File: src/common/ubei_pkg.sv
package ubei_pkg;

	localparam int unsigned DATA_W = 32;
	localparam int unsigned ADR_W  = 8;
	localparam int unsigned SEL_W  = 4;
	localparam int unsigned REG_W  = 8;
	localparam int unsigned EVT_N  = 4;
	localparam int unsigned IDX_W  = 6;

	// Register indices; the byte address is four times the index.
	localparam logic [IDX_W-1:0] IDX_STATUS  = 6'h0a;
	localparam logic [IDX_W-1:0] IDX_ENABLE  = 6'h0b;
	localparam logic [IDX_W-1:0] IDX_LINK    = 6'h10;
	localparam logic [IDX_W-1:0] IDX_OVERRUN = 6'h11;

	// Field positions shared by status, enable and overrun registers.
	localparam int unsigned BIT_SUSPEND = 0;
	localparam int unsigned BIT_RESUME  = 1;
	localparam int unsigned BIT_RESET   = 2;
	localparam int unsigned BIT_SOF     = 3;

	// Field positions of the link state register.
	localparam int unsigned LINK_SUSPENDED = 0;
	localparam int unsigned LINK_IRQ       = 1;
	localparam int unsigned LINK_RAW_LSB   = 4;

	// Values after reset, and the mask of the four event bits.
	localparam logic [REG_W-1:0] STATUS_RST  = 8'h00;
	localparam logic [REG_W-1:0] ENABLE_RST  = 8'h06;
	localparam logic [REG_W-1:0] OVERRUN_RST = 8'h00;
	localparam logic [REG_W-1:0] EVT_MASK    = 8'h0f;

	// Cycles from a taken request to its acknowledge.
	localparam int unsigned ACK_CYCLES = 1;

	typedef struct packed {
		logic sof;
		logic bus_reset;
		logic resume;
		logic suspend;
	} ubei_evt_t;

	typedef struct packed {
		logic              cyc;
		logic              stb;
		logic              we;
		logic [ADR_W-1:0]  adr;
		logic [DATA_W-1:0] dat;
		logic [SEL_W-1:0]  sel;
	} ubei_wb_req_t;

	typedef enum {
		ST_AWAKE,
		ST_ASLEEP
	} ubei_link_st_t;

endpackage

File: src/rtl/ubei_edge_pulse.sv
// Turns event levels from the bus side into one-cycle pulses on their rising edge.
module ubei_edge_pulse #(
	parameter int unsigned WIDTH = 4
) (
	input  wire logic             clk_i,
	input  wire logic             rst_i,
	input  wire logic [WIDTH-1:0] level_i,
	output logic      [WIDTH-1:0] pulse_o
);

	logic [WIDTH-1:0] level_q;

	initial begin
		if (WIDTH < 1) begin
			$error("ubei_edge_pulse: WIDTH must be at least one");
		end
	end

	// A level held across reset release is reported as a fresh event, since level_q resets to zero.
	always_ff @(posedge clk_i) begin
		if (rst_i) begin
			level_q <= '0;
		end else begin
			level_q <= level_i;
		end
	end

	always_ff @(posedge clk_i) begin
		if (rst_i) begin
			pulse_o <= '0;
		end else begin
			pulse_o <= level_i & ~level_q;
		end
	end

endmodule

File: src/rtl/ubei_top.sv
// Behaviour
// RULE1 - An 8-bit status register shows pending bus events; it resets to zero.
// RULE2 - Reading the status register returns the flags and clears those returned.
// RULE3 - Status bit 3 is set when a new frame starts on the bus.
// RULE4 - Status bit 2 is set when bus reset signalling is detected.
// RULE5 - Status bit 1 is set on resume signalling, only while suspended.
// RULE6 - Resume flag comes only from clocked logic; clockless wake is elsewhere.
// RULE7 - Status bit 0 is set when suspend signalling is detected.
// RULE8 - Status bits 7 to 4 are reserved and read as zero.
// RULE9 - An 8-bit read/write enable register mirrors the status layout.
// RULE10 - The interrupt request is raised for each flag set with its enable one.
// RULE11 - The enable register resets to 0x06, enabling reset and resume only.
// RULE12 - Flags are recorded whatever the enable; masking only blocks the request.
//
// Our own choice: the Wishbone register port.
module ubei_top #(
	parameter int unsigned EVT_N = ubei_pkg::EVT_N,
	parameter int unsigned ADR_W = ubei_pkg::ADR_W
) (
	input  wire logic                        clk_i,
	input  wire logic                        rst_i,
	input  wire logic                        wb_cyc_i,
	input  wire logic                        wb_stb_i,
	input  wire logic                        wb_we_i,
	input  wire logic [ADR_W-1:0]            wb_adr_i,
	input  wire logic [ubei_pkg::DATA_W-1:0] wb_dat_i,
	input  wire logic [ubei_pkg::SEL_W-1:0]  wb_sel_i,
	output logic      [ubei_pkg::DATA_W-1:0] wb_dat_o,
	output logic                             wb_ack_o,
	input  wire ubei_pkg::ubei_evt_t         bus_evt_i,
	output logic                             irq_o,
	output logic                             suspended_o
);

	ubei_pkg::ubei_wb_req_t      req;
	ubei_pkg::ubei_evt_t         evt_pulse;
	ubei_pkg::ubei_link_st_t     link_st;
	ubei_pkg::ubei_link_st_t     next_link_st;
	logic [ubei_pkg::REG_W-1:0]  status;
	logic [ubei_pkg::REG_W-1:0]  enable;
	logic [ubei_pkg::REG_W-1:0]  next_enable;
	logic [ubei_pkg::REG_W-1:0]  overrun;
	logic [ubei_pkg::REG_W-1:0]  next_status;
	logic [ubei_pkg::REG_W-1:0]  next_overrun;
	logic [ubei_pkg::REG_W-1:0]  evt_set;
	logic [ubei_pkg::REG_W-1:0]  status_clr;
	logic [ubei_pkg::REG_W-1:0]  overrun_clr;
	logic [ubei_pkg::REG_W-1:0]  rd_word;
	logic [ubei_pkg::REG_W-1:0]  rd_snap;
	logic [ubei_pkg::IDX_W-1:0]  req_idx;
	logic                        req_live;
	logic                        ack_edge;
	logic                        rd_status;
	logic                        rd_overrun;
	logic                        wr_enable;

	initial begin
		if (EVT_N != ubei_pkg::EVT_N) begin
			$error("ubei_top: the event set has exactly four members");
		end
		if (ADR_W < ubei_pkg::IDX_W + 2) begin
			$error("ubei_top: ADR_W too narrow for the register map");
		end
	end

	// Turns a byte address into a register index; the two low bits are ignored.
	function automatic logic [ubei_pkg::IDX_W-1:0] word_index(
		input logic [ADR_W-1:0] adr
	);
		word_index = adr[ubei_pkg::IDX_W+1:2];
	endfunction

	// Compares the request with one register and qualifies it with the bus cycle.
	function automatic logic hits(
		input logic [ubei_pkg::IDX_W-1:0] idx,
		input logic [ubei_pkg::IDX_W-1:0] target,
		input logic                       live
	);
		hits = live && (idx == target);
	endfunction

	assign req.cyc = wb_cyc_i;
	assign req.stb = wb_stb_i;
	assign req.we  = wb_we_i;
	assign req.adr = wb_adr_i;
	assign req.dat = wb_dat_i;
	assign req.sel = wb_sel_i;

	assign req_live = req.cyc && req.stb;
	assign req_idx  = word_index(req.adr);

	// The acknowledge follows one cycle after the request and lasts one cycle.
	always_ff @(posedge clk_i) begin
		if (rst_i) begin
			wb_ack_o <= 1'b0;
		end else begin
			wb_ack_o <= req_live && !wb_ack_o;
		end
	end

	// Writes and read side effects act only at the edge where the master sees ack.
	assign ack_edge   = wb_ack_o && req_live;
	assign rd_status  = hits(req_idx, ubei_pkg::IDX_STATUS, ack_edge) && !req.we;
	assign rd_overrun = hits(req_idx, ubei_pkg::IDX_OVERRUN, ack_edge) && !req.we;
	assign wr_enable  = hits(req_idx, ubei_pkg::IDX_ENABLE, ack_edge) && req.we
		&& req.sel[0];

	// Bus event levels become pulses; the whole path runs on clk_i.
	ubei_edge_pulse #(
		.WIDTH(EVT_N)
	) u_edge (
		.clk_i  (clk_i),
		.rst_i  (rst_i),
		.level_i(bus_evt_i),
		.pulse_o(evt_pulse)
	);

	always_comb begin
		next_link_st = link_st;
		case (link_st)
			ubei_pkg::ST_AWAKE: begin
				if (evt_pulse.suspend && !evt_pulse.bus_reset) begin
					next_link_st = ubei_pkg::ST_ASLEEP;
				end
			end
			ubei_pkg::ST_ASLEEP: begin
				if (evt_pulse.resume || evt_pulse.bus_reset || evt_pulse.sof) begin
					next_link_st = ubei_pkg::ST_AWAKE;
				end
			end
			default: begin
				next_link_st = ubei_pkg::ST_AWAKE;
			end
		endcase
	end

	always_ff @(posedge clk_i) begin
		if (rst_i) begin
			link_st <= ubei_pkg::ST_AWAKE;
		end else begin
			link_st <= next_link_st;
		end
	end

	assign suspended_o = (link_st == ubei_pkg::ST_ASLEEP);

	// Event set vector in register layout; the enable mask plays no part here.
	always_comb begin
		evt_set = '0;
		evt_set[ubei_pkg::BIT_SOF]     = evt_pulse.sof; // RULE3 RULE12
		evt_set[ubei_pkg::BIT_RESET]   = evt_pulse.bus_reset; // RULE4 RULE12
		// Resume is qualified by the clocked link state, so a stopped clk_i
		// cannot report it; a clockless wake path must do that job.
		evt_set[ubei_pkg::BIT_RESUME]  = evt_pulse.resume && suspended_o; // RULE5 RULE6
		evt_set[ubei_pkg::BIT_SUSPEND] = evt_pulse.suspend; // RULE7 RULE12
	end

	// Only the bits returned by the read are cleared, so an event landing
	// between capture and clear is kept for the next read.
	assign status_clr  = rd_status ? rd_snap : '0; // RULE2
	assign overrun_clr = rd_overrun ? rd_snap : '0;

	// A set in the clearing cycle wins over the clear.
	assign next_status  = ((status & ~status_clr) | evt_set) & ubei_pkg::EVT_MASK; // RULE8
	assign next_overrun = ((overrun & ~overrun_clr) | (evt_set & status & ~status_clr))
		& ubei_pkg::EVT_MASK;

	always_ff @(posedge clk_i) begin
		if (rst_i) begin
			status <= ubei_pkg::STATUS_RST; // RULE1
		end else begin
			status <= next_status; // RULE1
		end
	end

	// Flags, per event bit, an event that arrived while its flag was still pending.
	always_ff @(posedge clk_i) begin
		if (rst_i) begin
			overrun <= ubei_pkg::OVERRUN_RST;
		end else begin
			overrun <= next_overrun;
		end
	end

	// The request follows a new mask in the same edge as the write lands.
	always_comb begin
		next_enable = enable;
		if (wr_enable) begin
			next_enable = req.dat[ubei_pkg::REG_W-1:0] & ubei_pkg::EVT_MASK; // RULE9 RULE8
		end
	end

	always_ff @(posedge clk_i) begin
		if (rst_i) begin
			enable <= ubei_pkg::ENABLE_RST; // RULE11
		end else begin
			enable <= next_enable; // RULE9
		end
	end

	// Level request, high while any enabled flag is pending.
	always_ff @(posedge clk_i) begin
		if (rst_i) begin
			irq_o <= 1'b0;
		end else begin
			irq_o <= |(next_status & next_enable); // RULE10
		end
	end

	always_comb begin
		rd_word = '0;
		case (req_idx)
			ubei_pkg::IDX_STATUS: begin
				rd_word = status & ubei_pkg::EVT_MASK; // RULE2 RULE8
			end
			ubei_pkg::IDX_ENABLE: begin
				rd_word = enable & ubei_pkg::EVT_MASK; // RULE9
			end
			ubei_pkg::IDX_LINK: begin
				rd_word[ubei_pkg::LINK_SUSPENDED] = suspended_o;
				rd_word[ubei_pkg::LINK_IRQ]       = irq_o;
				rd_word[ubei_pkg::LINK_RAW_LSB +: 4] = bus_evt_i;
			end
			ubei_pkg::IDX_OVERRUN: begin
				rd_word = overrun;
			end
			default: begin
				rd_word = '0;
			end
		endcase
	end

	// Read data is captured with the acknowledge and held steady for the master.
	always_ff @(posedge clk_i) begin
		if (rst_i) begin
			rd_snap <= '0;
		end else if (req_live && !wb_ack_o && !req.we) begin
			rd_snap <= rd_word;
		end
	end

	always_ff @(posedge clk_i) begin
		if (rst_i) begin
			wb_dat_o <= '0;
		end else if (req_live && !wb_ack_o && !req.we) begin
			wb_dat_o <= {{(ubei_pkg::DATA_W-ubei_pkg::REG_W){1'b0}}, rd_word};
		end else begin
			wb_dat_o <= '0;
		end
	end

endmodule

File: config.mk
export PLATFORM = sky130hd
export DESIGN_NAME = ubei_top
export DESIGN_NICKNAME = d
export VERILOG_FILES = /design/src/common/ubei_pkg.sv /design/src/rtl/ubei_edge_pulse.sv /design/src/rtl/ubei_top.sv
export SDC_FILE = /design/constraint.sdc
export NUM_CORES = 1
export LEC_CHECK = 0
export BUFFER_PORTS_ARGS = -buffer_cell sky130_fd_sc_hd__clkbuf_2
export CAP_MARGIN = 10
export CELL_PAD_IN_SITES_DETAIL_PLACEMENT = 0
export CELL_PAD_IN_SITES_GLOBAL_PLACEMENT = 1
export CORE_UTILIZATION = 33
export DETAILED_ROUTE_END_ITERATION = 12
export PLACE_DENSITY_LB_ADDON = 0.05
export SKIP_LAST_GASP = 1
export SYNTH_ARGS = -nofsm -noshare
export SYNTH_HDL_FRONTEND = slang
export SYNTH_SLANG_ARGS = --single-unit
File: constraint.sdc
create_clock -name clk_i -period 2.5 [get_ports clk_i]
set_clock_uncertainty 0.2 [all_clocks]
set_input_delay 0 -clock clk_i [delete_from_list [all_inputs] [get_ports clk_i]]
set_output_delay 0 -clock clk_i [all_outputs]
set_load 0.02 [all_outputs]
**Word-level counts from Yosys, hierarchy flattened**

Index checks and enable logic that the tools add are counted.

- Register bits after elaboration: 94
- Output and inout port bits: 35
- Logic and storage cells: 62

- Eq/ne operators: 8
- Mux-type cells: 9
- Bitwise gates (word level): 12
- Reductions and logical operators: 22

Operators with widths:

| cell | count |
|---|---|
| two-way mux 32 bit | 2 |
| one-hot mux 32 bit (2 select lines) | 1 |
| equality test 32 x 1 -> 1 bit (second input constant) | 1 |
| equality test 32 x 2 -> 1 bit (second input constant) | 1 |
| zero test 32 bit | 1 |
| AND 4 bit | 5 |
| logical AND 1 bit | 13 |
| equality test 6 x 4 -> 1 bit (second input constant) | 2 |
| equality test 6 x 5 -> 1 bit (second input constant) | 2 |
| inverter 4 bit | 3 |
| AND 4 x 8 -> 8 bit | 1 |
| two-way mux 4 bit | 2 |
| two-way mux 8 bit | 1 |
| OR 4 bit | 2 |
| one-hot mux 2 bit (4 select lines) | 1 |
| one-hot mux 4 bit (2 select lines) | 1 |
| OR reduction 8 bit | 1 |
| one-hot mux 2 bit (3 select lines) | 1 |
| != test 2 bit (second input constant) | 2 |
| zero test 1 bit | 3 |
| logical OR 1 bit | 2 |
| AND reduction 2 bit | 1 |
| OR reduction 2 bit | 1 |
| inverter 1 bit | 1 |

**Longest topological paths before layout**

- Depth after elaboration: 10
- Gate-level depth with buffers: 6
- Gate-level depth less buffers: 5

**Cells and area by module**

A second synthesis with hierarchy kept.

- Cells, all modules: 162
- Area total of the unflattened synthesis: 1570.3 um2

By module, submodules not included:

| module | times used | cells an instance | area each (um2) |
|---|---|---|---|
| ubei_top | 1 | 146 | 1350.0 |
| ubei_edge_pulse | 1 | 16 | 220.2 |

**Least setup slack after synthesis**

Ideal clock, no wire load.

- Path kind: reg2reg
- Start: reg wb_ack_o
- End: reg irq_o
- Setup time: 0.074 ns
- Arrival time: 1.362 ns
- Data required time: 2.226 ns
- Setup slack: 0.864 ns
- Cell stages (with the launch flop): 6
- Path buffers: 0
- Clock period less this slack: 1.636 ns
- Cells stage by stage: dfxtp_1 -> and4_1 -> nand4_2 -> mux2i_1 -> o22a_1 -> a31oi_1

- Cells in the longest elaborated chain, start to end: 9
- Elaborated cells between the ends (all ways): 13
- Classes of those cells: mux: 2; bitwise: 4; reduce/logical: 7

Ends and longest elaborated chain:

| what | RTL line | source |
|---|---|---|
| start, declared | ubei_top.sv:29 | `output logic wb_ack_o,` |
| start signal, assigned | ubei_top.sv:97 | `wb_ack_o <= req_live && !wb_ack_o;` |
| logical AND 1 bit * | ubei_top.sv:102 | `assign ack_edge = wb_ack_o && req_live;` |
| logical AND 1 bit | ubei_top.sv:79 | `hits = live && (idx == target);` |
| logical AND 1 bit | ubei_top.sv:103 | `assign rd_status = hits(req_idx, ubei_pkg::IDX_STATUS, ack_edge) && !req.we;` |
| two-way mux 4 bit | ubei_top.sv:160 | `assign status_clr = rd_status ? rd_snap : '0;` |
| inverter 4 bit | ubei_top.sv:164 | `assign next_status = ((status & ~status_clr) \| evt_set) & ubei_pkg::EVT_MASK;` |
| AND 4 bit | ubei_top.sv:164 |  |
| OR 4 bit | ubei_top.sv:164 |  |
| AND 4 x 8 -> 8 bit * | ubei_top.sv:206 | `irq_o <= \|(next_status & next_enable);` |
| OR reduction 8 bit * | ubei_top.sv:206 |  |
| end signal, assigned | ubei_top.sv:206 |  |
| end, declared | ubei_top.sv:31 | `output logic irq_o,` |

Mark *: on every way between the ends. The rest lies on a longest branch, timed or not.
A chain may end at the register's enable or synchronous reset.

**Final worst setup path**

- Start: reg wb_ack_o
- End: reg wb_dat_o[3] (netlist bit)

- Cells in the longest elaborated chain, start to end: 5

Ends and longest elaborated chain:

| what | RTL line | source |
|---|---|---|
| zero test 1 bit | ubei_top.sv:245 | `end else if (req_live && !wb_ack_o && !req.we) begin` |
| logical AND 1 bit (2 in a row) | ubei_top.sv:245 |  |
| inverter 1 bit (no source line) | n/a |  |
| OR reduction 2 bit (no source line) | n/a |  |
| end signal, assigned | ubei_top.sv:246 | `wb_dat_o <= {{(ubei_pkg::DATA_W-ubei_pkg::REG_W){1'b0}}, rd_word};` |
| end, declared | ubei_top.sv:28 | `output logic [ubei_pkg::DATA_W-1:0] wb_dat_o,` |

No other way between the ends.

==> metrics list <==
- Area of the die: between 4000 and 5000 µm²
* Number of primary I/O pins: 88
- Number of buffers created by CTS: 5
- Among all cell types in the netlist, the one instantiated most often is dfxtp_1.
- Number of cells in the finished layout apart from fillers: 260
- Initial cell density of the core: 0.349
- Number of remaining DRC errors: 14
* Total grt overflow: 0
* Fraction of layout cells with a size suffix above 1: 0.212
* Net count reported at finish: 260
- The design draws roughly 1.3 mW.
- 1st-iter DRT viols: 61
- Before antenna repair, the detailed router went through 8 iterations.
* Number of synthesized register bits: 35
* Antenna Nets Post-Route: 0
- The first global-routing pass estimated approximately 5.3 mm of wire.
* Max Fclk: roughly 540 MHz
- Top post-synthesis cells by area: dfxtp_1 (45%), buf_4 (12%), a21oi_1 (3.5%)
* Ys flop type: dfxtp_1
* CTS HTree Levels: 2
- Power density normalized to cell area: just under 700 nW/µm²
- Crit path capture type: flop
- Summing all multi-input logic gate instances after layout gives 711 µm².
- The worst path in the final design needs a cycle of ~1.8 ns, including I/O delays and setup.
- First element of the critical path: wb_ack_o$_SDFF_PP0_
- The floorplan has 24 rows.
- Maximum resistive drop on vdd: between 300 and 400 µV
- # clock sinks: 35
- Failing checks: DRC, hold timing
* P_leak: just under 0.9 nW
- Fraction of synthesized cell area taken by the top area cell type: 0.452
- In this run the clock root is driven by a clkbuf_8.
* Placed wire-length estimate: between 2 and 2.5 mm
- Floorplan die height: between 70 and 80 µm
- Pre-CTS worst setup slack: 0.713 ns
- Area Overhead vs Synth: 23.5%
- For this run, the register share of the synthesized area comes to 0.452.
- After detailed routing, the total wire length is between 3 and 4 mm.
- Number of setup violations in the final report: 0
- Post-Synthesis Cells: 162
- Status: finished, violations left
* Floorplan die width: about 71 µm
* Combined area of all synthesized cells: approximately 1600 µm²
- The critical path is of the reg -> reg type.
- Final hold slack: -0.000144 ns
- Final critical-path setup slack: 0.651 ns
- Quantity of I/O buffers inserted on ports: 30
- Summing all flip-flop and latch instances after layout gives between 700 and 800 µm².
- The number of pins with negative max-slew slack in the final report is 0.
- Worst reg2reg path startpoint: wb_ack_o$_SDFF_PP0_
- After synthesis, the mean cell area works out to 9.58 µm².
- The initial antenna violation count came to 0.
- Number of inserted diodes: 0
- In this run the worst path has a maximum fanout of 4.
- Number of hold-slack violations in the final timing report: 1
- The Yosys step of the flow raised 0 warnings.
- At the later pin of the worst-skew pair, clock insertion delay measures about 0.28 ns.
* Post-CTS resize count: 0
* Tot GR Track Use: 0.144
- The total area inside the core boundary comes to 4440 µm².
- In this run the most critical hold path is launched from rst_i.
- Clock transition at path regs: 0.07 ns
* Worst endpoint data arrival time: approximately 1.9 ns
- Share of the core filled with cells: 0.431
* Nature of the critical path startpoint: flop
- Post-detailed-route via-to-cell ratio: approximately 4.6
* Layout filler cell count: about 460
- Of all flip-flops after synthesis, the portion carrying an async set or reset was 0.
- Maximum count of clock buffers along a single path: 2
* Final estimated routing congestion in global placement: 0.776
* Vias in the first global route: around 1100
- Unique cell type count in the Yosys netlist: 36
- Post-CTS timing repair inserted 0 buffers for setup.
- Top post-synthesis cells by count: dfxtp_1 (35), buf_4 (24), nor2_1 (12), a21oi_1 (11), nor2b_1 (8)
* Setup repair after global routing missed its margin: no
- Worst endpoint required time: 2.53 ns
* Post-route setup TNS: 0 ns
- Counting flops with a built-in enable in the synthesized netlist gives 0.
- For this block, the via count after detailed routing is between 1000 and 1500.
- In the final routed layout, each cell accounts on average for about 13 µm.
- Maximum number of pins on one net before global-route repair: 22
* Cell taking the most area after synthesis: dfxtp_1
* Fin crit share: 0.740
- Number of max-cap violations: 0
- Min-delay worst type: in -> reg
- Cts-stage hold buffer count: 13
- Placed Cells: ~240
- TritonCTS built the clock tree.
worst paths after layout:
path | end | slack (ns) | cells after the start
max | wb_dat_o[3]$_SDFF_PP0_ | 0.65 | 5
min | overrun[2]$_SDFF_PP0_ | -0.0001 | 2
max reg2reg | wb_dat_o[3]$_SDFF_PP0_ | 0.65 | 5
min reg2reg | u_edge.pulse_o[1]$_SDFF_PP0_ | 0.18 | 1
power breakdown:
| group | internal [mW] | switching [mW] | total [mW] | leakage (nW) |
|---|---|---|---|---|
| clock network | 0.398 | 0.203 | 0.600 | 0.0644 |
| logic | 0.0528 | 0.0804 | 0.133 | 0.531 |
| registers | 0.579 | 0.0186 | 0.598 | 0.286 |
| total | 1.03 | 0.302 | 1.33 | 0.881 |
critical path, stage by stage (launching register included):
cell	delay [ns]
dfxtp_1	0.33
nand3b_1	0.20
nor3_1	0.26
inv_1	0.15
nor2_1	0.12
dlygate4sd3_1	0.54
metal layers:
layer	track usage	routed length, µm
met3	0.0427	195
met2	0.236	1610
met4	0.0711	41
met5	0	0
met1	0.172	1500
cell type report:
class                   count  share of cell area
clock inverters             3              0.0353
well taps                  52              0.0340
clock buffers               5              0.0359
inverters                   6              0.0118
repair buffers             43               0.146
flip-flops and latches     35               0.366
multi-input cells         116               0.371
layout by cell type, fill, tap and decap left out:
master         instances
o21a_2                 1
nand2b_1               4
o21ba_1                1
o22a_1                 1
a31oi_1                4
nor4_1                 1
a21oi_1               11
o21bai_1               4
and3_1                 3
clkbuf_8               5
mux2i_1                5
clkinvlp_4             1
nor4b_4                1
nand4_2                2
conb_1                24
dfxtp_1               35
inv_1                  6
nor2_1                12
nand3b_1               2
bufinv_16              2
and4b_1                1
a221oi_1               4
a21o_1                 1
clkbuf_2              30
o21a_1                 1
o21ai_0                1
and4_1                 1
a22o_1                 2
nand3_1                1
o22ai_1                4
nor2b_1                8
a41oi_1                1
nor3_1                 2
dlygate4sd3_1         13
nand2_1                4
nor3b_2                2
and2_1                 7
flip-flops by register name, summed over array words and instances, names as in the netlist:
name            flops
status              4
overrun             4
link_st             1
wb_ack_o            1
u_edge.level_q      4
u_edge.pulse_o      4
rd_snap             4
wb_dat_o            8
irq_o               1
enable              4
stage by stage:
stage               area [µm²]  hold WS [ns]
floorplan                 1640        -0.121
global placement          1650        0.0147
detailed placement        1650        0.0177
CTS                       1920       0.00357
global route              1920        0.0216
finish                    1920     -0.000144
cells by family after synthesis:
kind of cell	after synthesis	share of synthesized area
AND/OR/NAND/NOR	51	0.210
AO/OA/AOI/OAI	36	0.157
flip-flops	35	0.452
buffers and inverters	34	0.146
multiplexers	5	0.0323
other	1	0.00242
Power figures use the tool's default switching activity.
